==> config.mk <==
export PLATFORM = sky130hd
export DESIGN_NAME = eeprom_guard
export DESIGN_NICKNAME = d
export VERILOG_FILES = /design/src/verilog/eeprom_guard_pkg.sv /design/src/verilog/eeprom_guard.sv /design/src/verilog/pin_sync.sv
export VERILOG_INCLUDE_DIRS = /design/src /design/src/verilog
export SDC_FILE = /design/constraint.sdc
export NUM_CORES = 1
export LEC_CHECK = 0
export BUFFER_PORTS_ARGS = -buffer_cell sky130_fd_sc_hd__buf_2
export CAP_MARGIN = 10
export CELL_PAD_IN_SITES_DETAIL_PLACEMENT = 1
export CELL_PAD_IN_SITES_GLOBAL_PLACEMENT = 2
export CORE_MARGIN = 2
export CORE_UTILIZATION = 37
export DETAILED_ROUTE_END_ITERATION = 10
export PLACE_DENSITY = 0.84
export SLEW_MARGIN = 40
export SYNTH_ARGS = -nofsm -noshare
export SYNTH_HDL_FRONTEND = slang
export SYNTH_SLANG_ARGS = --single-unit
==> constraint.sdc <==
create_clock -name clk_i -period 3.45 [get_ports clk_i]
set_input_delay 0.5175 -clock clk_i [delete_from_list [all_inputs] [get_ports clk_i]]
set_output_delay 0.5175 -clock clk_i [all_outputs]
set_load 0.02 [all_outputs]
==> src/verilog/eeprom_guard_regs.svh <==
// Constants of the serial EEPROM status and write-protection block.
`ifndef EEPROM_GUARD_REGS_SVH
`define EEPROM_GUARD_REGS_SVH

// ----------------------------------------------------------------------------
// Commands
// ----------------------------------------------------------------------------
`define CMD_ARRAY_READ     8'h03
`define CMD_ARRAY_WRITE    8'h02
`define CMD_LATCH_SET      8'h06
`define CMD_LATCH_CLEAR    8'h04
`define CMD_STATUS_READ    8'h05
`define CMD_STATUS_WRITE   8'h01

// ----------------------------------------------------------------------------
// Status byte fields
// ----------------------------------------------------------------------------
`define ST_GPE_BIT         7
`define ST_BG_HI_BIT       3
`define ST_BG_LO_BIT       2
`define ST_LATCH_BIT       1
`define ST_BUSY_BIT        0
`define NV_GPE_RST         1'b0
`define NV_BG_RST          2'h0

// ----------------------------------------------------------------------------
// Array protection bounds and timing
// ----------------------------------------------------------------------------
`define PROT_QTR_BASE      13'h1800
`define PROT_HALF_BASE     13'h1000
`define CLK_PERIOD_NS      10
`define WRITE_TIME_NS      5000000

`endif

==> src/verilog/eeprom_guard_pkg.sv <==
// Types shared by the status and write-protection block.
package eeprom_guard_pkg;

  typedef enum logic [2:0] {
    ST_IDLE   = 3'b000,
    ST_CMD    = 3'b001,
    ST_WR     = 3'b010,
    ST_SR_OUT = 3'b011,
    ST_SR_IN  = 3'b100,
    ST_SKIP   = 3'b101
  } phase_t;

  typedef struct packed {
    phase_t      state;
    logic        sck_prev;
    logic        cs_prev;
    logic [7:0]  sh;
    logic [2:0]  bit_cnt;
    logic [5:0]  byte_cnt;
    logic [7:0]  cmd;
    logic [15:0] addr;
    logic [7:0]  sr_data;
    logic [7:0]  out_sh;
    logic        so;
    logic        so_oe_n;
    logic        latch;
    logic        gpe;
    logic [1:0]  bg;
    logic [2:0]  pend;
    logic        sr_cyc;
    logic        busy;
    logic [19:0] busy_cnt;
    logic        wr_go;
    logic [12:0] wr_addr;
    logic        refused;
  } core_t;

endpackage

==> src/verilog/eeprom_guard.sv <==
// Status register, write latch and write protection of a serial EEPROM.
`timescale 1ns/1ns
`include "eeprom_guard_regs.svh"
module eeprom_guard #(
  parameter int unsigned WRITE_CYC = `WRITE_TIME_NS / `CLK_PERIOD_NS
) (
  // Clock and reset
  input  wire logic        clk_i,
  input  wire logic        reset_i,
  // Serial pins
  input  wire logic        sck_i,
  input  wire logic        cs_n_i,
  input  wire logic        si_i,
  input  wire logic        wp_n_i,
  output logic             so_o,
  output logic             so_oe_n_o,
  // Status and array write control
  output logic [7:0]       status_o,
  output logic             array_wr_go_o,
  output logic [12:0]      array_wr_addr_o,
  output logic             write_refused_o
);
  import eeprom_guard_pkg::*;

  localparam logic [19:0] BUSY_LOAD = 20'(WRITE_CYC - 1);

  eeprom_guard_pkg::core_t st_reg;
  eeprom_guard_pkg::core_t st_next;
  logic [3:0] pins_s;
  logic       sck_s;
  logic       cs_n_s;
  logic       si_s;
  logic       wp_n_s;
  logic       sck_rise;
  logic       sck_fall;
  logic       cs_fall;
  logic       cs_rise;
  logic       hw_prot;
  logic [7:0] status_now;
  logic [7:0] byte_in;

  // ----------------------------------------------------------------------------
  // Pin synchronisation
  // ----------------------------------------------------------------------------
  pin_sync #(.WIDTH(4)) u_sync (
    .clk_i     (clk_i),
    .reset_i   (reset_i),
    .pin_i     ({sck_i, cs_n_i, si_i, wp_n_i}),
    .rst_val_i (4'hF),
    .sync_o    (pins_s)
  );

  assign sck_s  = pins_s[3];
  assign cs_n_s = pins_s[2];
  assign si_s   = pins_s[1];
  assign wp_n_s = pins_s[0];

  assign sck_rise = sck_s & ~st_reg.sck_prev & ~cs_n_s;
  assign sck_fall = ~sck_s & st_reg.sck_prev & ~cs_n_s;
  assign cs_fall  = ~cs_n_s & st_reg.cs_prev;
  assign cs_rise  = cs_n_s & ~st_reg.cs_prev;
  assign hw_prot  = ~wp_n_s & st_reg.gpe;
  assign byte_in  = {st_reg.sh[6:0], si_s};

  always_comb begin
    status_now                = 8'h00;
    status_now[`ST_GPE_BIT]   = st_reg.gpe;
    status_now[`ST_BG_HI_BIT] = st_reg.bg[1];
    status_now[`ST_BG_LO_BIT] = st_reg.bg[0];
    status_now[`ST_LATCH_BIT] = st_reg.latch;
    status_now[`ST_BUSY_BIT]  = st_reg.busy;
  end

  function automatic logic in_guard(input logic [12:0] a, input logic [1:0] g);
    case (g)
      2'h0:    in_guard = 1'b0;
      2'h1:    in_guard = (a >= `PROT_QTR_BASE);
      2'h2:    in_guard = (a >= `PROT_HALF_BASE);
      default: in_guard = 1'b1;
    endcase
  endfunction

  // ----------------------------------------------------------------------------
  // Next-state logic
  // ----------------------------------------------------------------------------
  always_comb begin
    st_next          = st_reg;
    st_next.wr_go    = 1'b0;
    st_next.refused  = 1'b0;
    st_next.sck_prev = sck_s;
    st_next.cs_prev  = cs_n_s;

    // Completion runs first so that a latch command closing in the same
    // cycle still has the final say over the latch.
    if (st_reg.busy) begin
      if (st_reg.busy_cnt == 20'h0) begin
        st_next.busy   = 1'b0;
        st_next.latch  = 1'b0;
        st_next.sr_cyc = 1'b0;
        if (st_reg.sr_cyc) begin
          st_next.gpe = st_reg.pend[2];
          st_next.bg  = st_reg.pend[1:0];
        end
      end else begin
        st_next.busy_cnt = st_reg.busy_cnt - 20'h1;
      end
    end

    if (cs_fall) begin
      st_next.state    = ST_CMD;
      st_next.bit_cnt  = 3'h0;
      st_next.byte_cnt = 6'h0;
    end else if (cs_rise) begin
      // Only a frame ending on a byte boundary acts; latch and status commands need the exact count, an array write four or more bytes.
      if (st_reg.state != ST_IDLE && st_reg.bit_cnt == 3'h0) begin
        case (st_reg.cmd)
          `CMD_LATCH_SET: begin
            if (st_reg.byte_cnt == 6'h1) st_next.latch = 1'b1;
          end
          `CMD_LATCH_CLEAR: begin
            if (st_reg.byte_cnt == 6'h1) st_next.latch = 1'b0;
          end
          `CMD_STATUS_WRITE: begin
            if (st_reg.byte_cnt == 6'h2 && !st_reg.busy) begin
              if (st_reg.latch && !hw_prot) begin
                st_next.pend     = {st_reg.sr_data[`ST_GPE_BIT],
                                    st_reg.sr_data[`ST_BG_HI_BIT],
                                    st_reg.sr_data[`ST_BG_LO_BIT]};
                st_next.sr_cyc   = 1'b1;
                st_next.busy     = 1'b1;
                st_next.busy_cnt = BUSY_LOAD;
              end else begin
                st_next.refused = 1'b1;
              end
            end
          end
          `CMD_ARRAY_WRITE: begin
            if (st_reg.state == ST_WR && st_reg.byte_cnt >= 6'h4) begin
              if (st_reg.latch && !in_guard(st_reg.addr[12:0], st_reg.bg)) begin
                st_next.wr_go    = 1'b1;
                st_next.wr_addr  = st_reg.addr[12:0];
                st_next.busy     = 1'b1;
                st_next.busy_cnt = BUSY_LOAD;
              end else begin
                st_next.refused = 1'b1;
              end
            end
          end
          default: begin
          end
        endcase
      end
      st_next.state   = ST_IDLE;
      st_next.so_oe_n = 1'b1;
    end else if (st_reg.state != ST_IDLE && st_reg.state != ST_SKIP && sck_rise) begin
      st_next.sh      = byte_in;
      st_next.bit_cnt = st_reg.bit_cnt + 3'h1;
      if (st_reg.bit_cnt == 3'h7) begin
        if (st_reg.byte_cnt != 6'h3F) st_next.byte_cnt = st_reg.byte_cnt + 6'h1;
        case (st_reg.state)
          ST_CMD: begin
            // Only the first byte is a command, so an overlong latch frame cannot
            // turn its second byte into a write.
            if (st_reg.byte_cnt == 6'h0) begin
              st_next.cmd = byte_in;
              case (byte_in)
                `CMD_STATUS_READ: begin
                  st_next.state  = ST_SR_OUT;
                  st_next.out_sh = status_now;
                end
                `CMD_STATUS_WRITE: st_next.state = ST_SR_IN;
                `CMD_ARRAY_WRITE:  st_next.state = st_reg.busy ? ST_SKIP : ST_WR;
                `CMD_LATCH_SET,
                `CMD_LATCH_CLEAR:  st_next.state = ST_CMD;
                default:           st_next.state = ST_SKIP;
              endcase
            end
          end
          ST_SR_IN: begin
            if (st_reg.byte_cnt == 6'h1) st_next.sr_data = byte_in;
          end
          ST_WR: begin
            if (st_reg.byte_cnt == 6'h1) st_next.addr[15:8] = byte_in;
            if (st_reg.byte_cnt == 6'h2) st_next.addr[7:0] = byte_in;
          end
          ST_SR_OUT: st_next.out_sh = status_now;
          default: begin
          end
        endcase
      end
    end else if (st_reg.state == ST_SR_OUT && sck_fall) begin
      st_next.so      = st_reg.out_sh[7];
      st_next.out_sh  = {st_reg.out_sh[6:0], 1'b0};
      st_next.so_oe_n = 1'b0;
    end
  end

  // ----------------------------------------------------------------------------
  // State register
  // ----------------------------------------------------------------------------
  always_ff @(posedge clk_i or posedge reset_i) begin
    if (reset_i) begin
      st_reg          <= '0;
      st_reg.state    <= ST_IDLE;
      st_reg.sck_prev <= 1'b1;
      st_reg.cs_prev  <= 1'b1;
      st_reg.so_oe_n  <= 1'b1;
      st_reg.latch    <= 1'b0;
      st_reg.gpe      <= `NV_GPE_RST;
      st_reg.bg       <= `NV_BG_RST;
    end else begin
      st_reg <= st_next;
    end
  end

  assign so_o            = st_reg.so;
  assign so_oe_n_o       = st_reg.so_oe_n;
  assign status_o        = {st_reg.gpe, 3'h0, st_reg.bg, st_reg.latch, st_reg.busy};
  assign array_wr_go_o   = st_reg.wr_go;
  assign array_wr_addr_o = st_reg.wr_addr;
  assign write_refused_o = st_reg.refused;
endmodule

==> src/verilog/pin_sync.sv <==
// Two-flop synchroniser for pins arriving from outside the clock domain.
`timescale 1ns/1ns
module pin_sync #(
  parameter int WIDTH = 1
) (
  // Clock and reset
  input  wire logic             clk_i,
  input  wire logic             reset_i,
  // Pins and their synchronised copies
  input  wire logic [WIDTH-1:0] pin_i,
  input  wire logic [WIDTH-1:0] rst_val_i,
  output logic      [WIDTH-1:0] sync_o
);

  logic [WIDTH-1:0] meta_reg;

  // Reset holds ones so that an idle select reads deselected.
  always_ff @(posedge clk_i or posedge reset_i) begin
    if (reset_i) begin
      meta_reg <= '1;
      sync_o   <= '1;
    end else begin
      meta_reg <= pin_i;
      sync_o   <= meta_reg;
    end
  end

endmodule
Word-level counts from Yosys, hierarchy flattened
Index checks and enable logic that the tools add are counted.
{"block": "totals", "ff_bits": 115, "wordCells": 171, "in_bits": 6, "out_inout_bits": 25}
{"block": "op_classes", "eq_ne": 26, "n_addsub": 3, "order_cmp": 3, "n_reduce_logical": 40, "muxes": 59, "bitwise_logic": 15}
{"cell": "$mux 37", "count": 3}
{"cell": "$mux 8", "count": 9}
{"cell": "$mux 22", "count": 3}
{"cell": "$mux 50", "count": 1}
{"cell": "$mux 46", "count": 1}
{"cell": "$pmux 21 s2", "count": 1}
{"cell": "$mux 41", "count": 1}
{"cell": "$eq 8x3->1 const B", "count": 5}
{"cell": "$mux 36", "count": 1}
{"cell": "$reduce_and 6->1", "count": 6}
{"cell": "$mux 35", "count": 1}
{"cell": "$ge 13x13->1 const B", "count": 2}
{"cell": "$mux 3", "count": 8}
{"cell": "$logic_not 20->1", "count": 1}
{"cell": "$mux 20", "count": 1}
{"cell": "$sub 20x1->20 const B", "count": 1}
{"cell": "$eq 8x1->1 const B", "count": 2}
{"cell": "$eq 8x2->1 const B", "count": 2}
{"cell": "$mux 16", "count": 1}
{"cell": "$pmux 8 s2", "count": 1}
{"cell": "$mux 1", "count": 15}
{"cell": "$reduce_bool 3->1", "count": 5}
{"cell": "$mux 14", "count": 1}
{"cell": "$pmux 3 s4", "count": 1}
{"cell": "other kinds (36)", "count": 73}

Logic depth before layout (Yosys ltp)
{"block": "logic_depth", "word_depth": 15, "mapped_depth": 9}

Hierarchy
From an unflattened synthesis, not the netlist that was laid out.
{"block": "hier_totals", "hier_cells": 441, "area_unflattened_um2": 5091.1}
{"mod": "eeprom_guard", "n_inst": 1, "seq_area_each_um2": 2481.1, "area_each_um2": 4877.2, "cells_per_inst": 432}
{"mod": "pin_sync", "n_inst": 1, "seq_area_each_um2": 210.2, "area_each_um2": 214.0, "cells_per_inst": 9}

Least setup slack after synthesis
OpenSTA, ideal clock, no wires.
{"block": "synth_timing", "path_type": "flip-flop to flip-flop", "startpoint": "reg u_sync.sync_o[2]", "endpoint": "reg st_reg[47] (netlist name)", "t_arrival_ps": 2221, "path_stages_with_launch": 7, "slack_ps": 1105, "required_time_ps": 3325, "n_path_buf": 0, "period_less_slack_ps": 2345, "cell_sequence": "dfstp_2 > inv_1 > ha_1 > nor2_1 > o211ai_1 > o31ai_2 > mux2_2"}
{"block": "synth_between", "elab_chain_cells": 5}
{"item": "from (decl)", "line": "pin_sync.sv:12", "rtl": "output logic [WIDTH-1:0] sync_o"}
{"item": "from (signal assigned)", "line": "pin_sync.sv:24", "rtl": "sync_o <= meta_reg;"}
{"item": "$not 1->1", "line": "eeprom_guard.sv:58, eeprom_guard.sv:59, eeprom_guard.sv:60"}
{"item": "$and 1x1->1 (on tied branches)", "line": "eeprom_guard.sv:58, eeprom_guard.sv:59"}
{"item": "$logic_and 1x1->1 (on tied branches)", "line": "eeprom_guard.sv:155, eeprom_guard.sv:191"}
{"item": "$ne 3x2->1 (no source line), or another cell as far along"}
{"item": "$reduce_and 7->1 (no source line)"}
{"item": "to (signal assigned)", "line": "eeprom_guard.sv:212", "rtl": "st_reg <= st_next;"}
{"item": "to (decl)", "line": "eeprom_guard.sv:27", "rtl": "eeprom_guard_pkg::core_t st_reg;"}
Several ways; a longest one is shown, not always the timed one.
A chain may end at the register's enable or synchronous reset.

Worst setup path in the final report
{"block": "layout_timing", "startpoint": "reg u_sync.sync_o[2]", "endpoint": "reg st_reg[48] (netlist name)"}
The elaborated chain is that of the path after synthesis.

==> flow_summary_export.csv <==
group,metric,value,unit
outcome,status,"finished, final reports clean",
setup_path,arrival,3040,ps
drt,wirelength,11700,µm
yosys,synth.area.top_cells,"dfrtp_1 (47%), mux2_2 (12%), dfstp_2 (5.7%)",
yosys,seq_area_frac_synth,53.0,%
yosys,syn_avg_cell_area,11.3,µm²
worst_hold_path,hold_path_class,"input port to flip-flop",
floorplanning,ioPinCount,31,
place,finalWeightedCongestion,0.824,
sta,setup_violations,0,
setup_path,cp.required,3690,ps
yosys,synth.most_common_cell,"dfrtp_1",
floorplanning,start_util,38.0,%
global_route,antenna_found_initial,0,
global_route,grt-ovfl-total,0,
global_route,grt_pass1_vias,3819,
floorplanning,core_area,13300,µm²
sta,fmax,357,MHz
drt,drc,0,
place,io_buffers,27,
clock_tree,htreeDepth,3,
sta,setup_ws,648,ps
yosys,synth_cell_types,52,
clock_tree,holdBufCountCts,0,
yosys,ys.flop_type,"dfrtp_1",
global_route,use_met3,3.34,%
clock_tree,numCtsBuffers,9,
yosys,synth_top_area_share,47.3,%
global_route,busiest_layer,"met2",
finish,fillers,1469,
finish,finish.utilization,42.0,%
clock_tree,cts_tree,"yes",
clock_tree,cts_buffer_depth,2,
floorplanning,die_width,121,µm
drt,viasPerCell,5.41,
yosys,syn_inst,449,
place,preCtsSetupSlack,647,ps
yosys,synthTopCellsByCount,"dfrtp_1 (96), mux2_2 (56), nand2_1 (29)",
global_route,grt_start_max_net_pins,76,
drt,antenna_left,0,
sta,fin_tns_setup,0,ps
sta,tightest_slew,786,ps
sta,rsz0062_at_grt,"false",
clock_tree,cts.sinks,107,
sta,slew_headroom,47.1,%
power,power_density,489,nW/µm²
yosys,yosysTopAreaCell,"dfrtp_1",
finish,final_area,5610,µm²
setup_path,critPathKind,"flip-flop to flip-flop",
power,cellLeakagePower,0.00268,µW
yosys,synth_edf_count,0,
clock_tree,clkTransAtPathRegs,80,ps
setup_path,critical_path_peak_fanout,11,
power,fin_total_pwr,2740,µW
yosys,syn_area,5080,µm²
clock_tree,cts_setup_buffers,0,
global_route,globalRouteMet1Util,23.4,%
clock_tree,cts_resized,0,
floorplanning,fp-row-count,42,
clock_tree,clockRootBuffer,"clkbuf_16",
drt,wl_per_cell,18.3,µm
sta,fin_skew,8.02,ps
sta,hold_violations,0,
finish,drive_gt1_share,27.8,%
flow_run,drv_cap,0,
sta,slew_violations,0,
drt,drtPass1Iterations,4,
global_route,grt_usage,17.3,%
power,ir_drop,0.000237,V
global_route,grt_pass1_wl,19700,µm
drt,num_vias,3481,
place,postPlaceCellArea,5290,µm²
clock_tree,clkLatencyLatePin,360,ps
sta,finalCriticalPeriod,2800,ps
finish,largest_reg_flops,70,
finish,final_nets,479,
finish,antenna_cells,0,
floorplanning,die_y,121,µm
global_route,use_met2,28.3,%
floorplanning,dieArea,14700,µm²
yosys,ys_ff_latch,107,
yosys,yosys_warnings,0,
setup_path,cp-end-kind,"flip-flop",
yosys,async_flop_share,100,%
drt,dr.first_iter.drc_count,113,
sta,min_period_over_period,81.2,%
finish,area_growth,10.5,%
setup_path,cp-start-kind,"flip-flop",
place,hpwl,8370,µm
[power by group]
group | internal, µW | switching (µW) | total, µW
clock | 583 | 513 | 1100
sequential | 1310 | 93.9 | 1400
combinational | 97.8 | 146 | 244
total | 1990 | 753 | 2740
[kinds of logic (layout without fill, tap and decap cells)]
family          after synthesis  count (layout)  synth area share (%)
buf+inv                      57              73                  5.86
simple gates                134             134                  14.6
xor+xnor                      5               5                 0.863
fa+ha+maj                    11              11                  2.71
other cells                   1               3                0.0739
flops                       107             107                  53.0
mux                          60              60                  13.2
compound gates               74              74                  9.66
[metal layers]
layer  up-vias  wire (µm)
met5         -          0
met4         0        146
met3        10        319
met2        39       5590
met1      1800       5690
li1       1632          -
[cell type report]
type / count / area, µm² / area share, %
clock buffer: 9 / 225 / 4.02
clock inverter: 7 / 90.1 / 1.61
inverter: 21 / 83.8 / 1.49
multi-input combinational: 287 / 2100 / 37.4
sequential: 107 / 2690 / 48.0
tap: 176 / 220 / 3.93
timing repair buffer: 36 / 203 / 3.61
[cell usage in the layout, fill, tap and decap left out, drive strengths merged, types with 3 or more instances in the layout]
master,netlist,routed
dfrtp,96,96
mux2,56,56
buf,24,36
nand2,29,29
inv,21,26
nor2,20,20
o21ai,20,20
a21oi,15,15
nand3,14,14
or4,13,13
or3,12,12
ha,11,11
dfstp,11,11
o31ai,11,11
clkbuf,12,9
nor3,8,8
nor4,7,7
nand4,6,6
nand2b,5,5
a31oi,5,5
and3,4,4
mux2i,4,4
a22o,4,4
o22ai,4,4
o211ai,4,4
and2,3,3
xor2,3,3
or2,3,3
o41ai,3,3
conb,1,3
or4b,3,3
[critical path: stages, from the launching register on]
cell      delay (ps)
dfstp_2          590
inv_1             50
ha_1             320
nor2_1           540
o211ai_1         330
o31ai_2          290
buf_4            210
mux2_2           350
[worst paths after layout]
| kind | slack [ps] | start | cells past startpoint | to |
|---|---|---|---|---|
| worst max-delay path | 650 | u_sync.sync_o[2] | 7 | st_reg[48] |
| worst min-delay path | 250 | wp_n_i | 1 | u_sync.meta_reg[0] |
| worst max register to register | 650 | u_sync.sync_o[2] | 7 | st_reg[48] |
| worst min register to register | 360 | u_sync.meta_reg[1] | 0 | u_sync.sync_o[1] |
| max in group asynchronous | 2440 | reset_i | 3 | write_refused_o |
| min in group asynchronous | 280 | reset_i | 2 | st_reg[73] |
[stage by stage]
step,std cells,hold slack (ps)
finish,643,250
global route,643,234
CTS,643,236
detailed placement,627,348
global placement,627,345
floorplan,451,345
No activity file was read; power rests on OpenSTA's default activity.
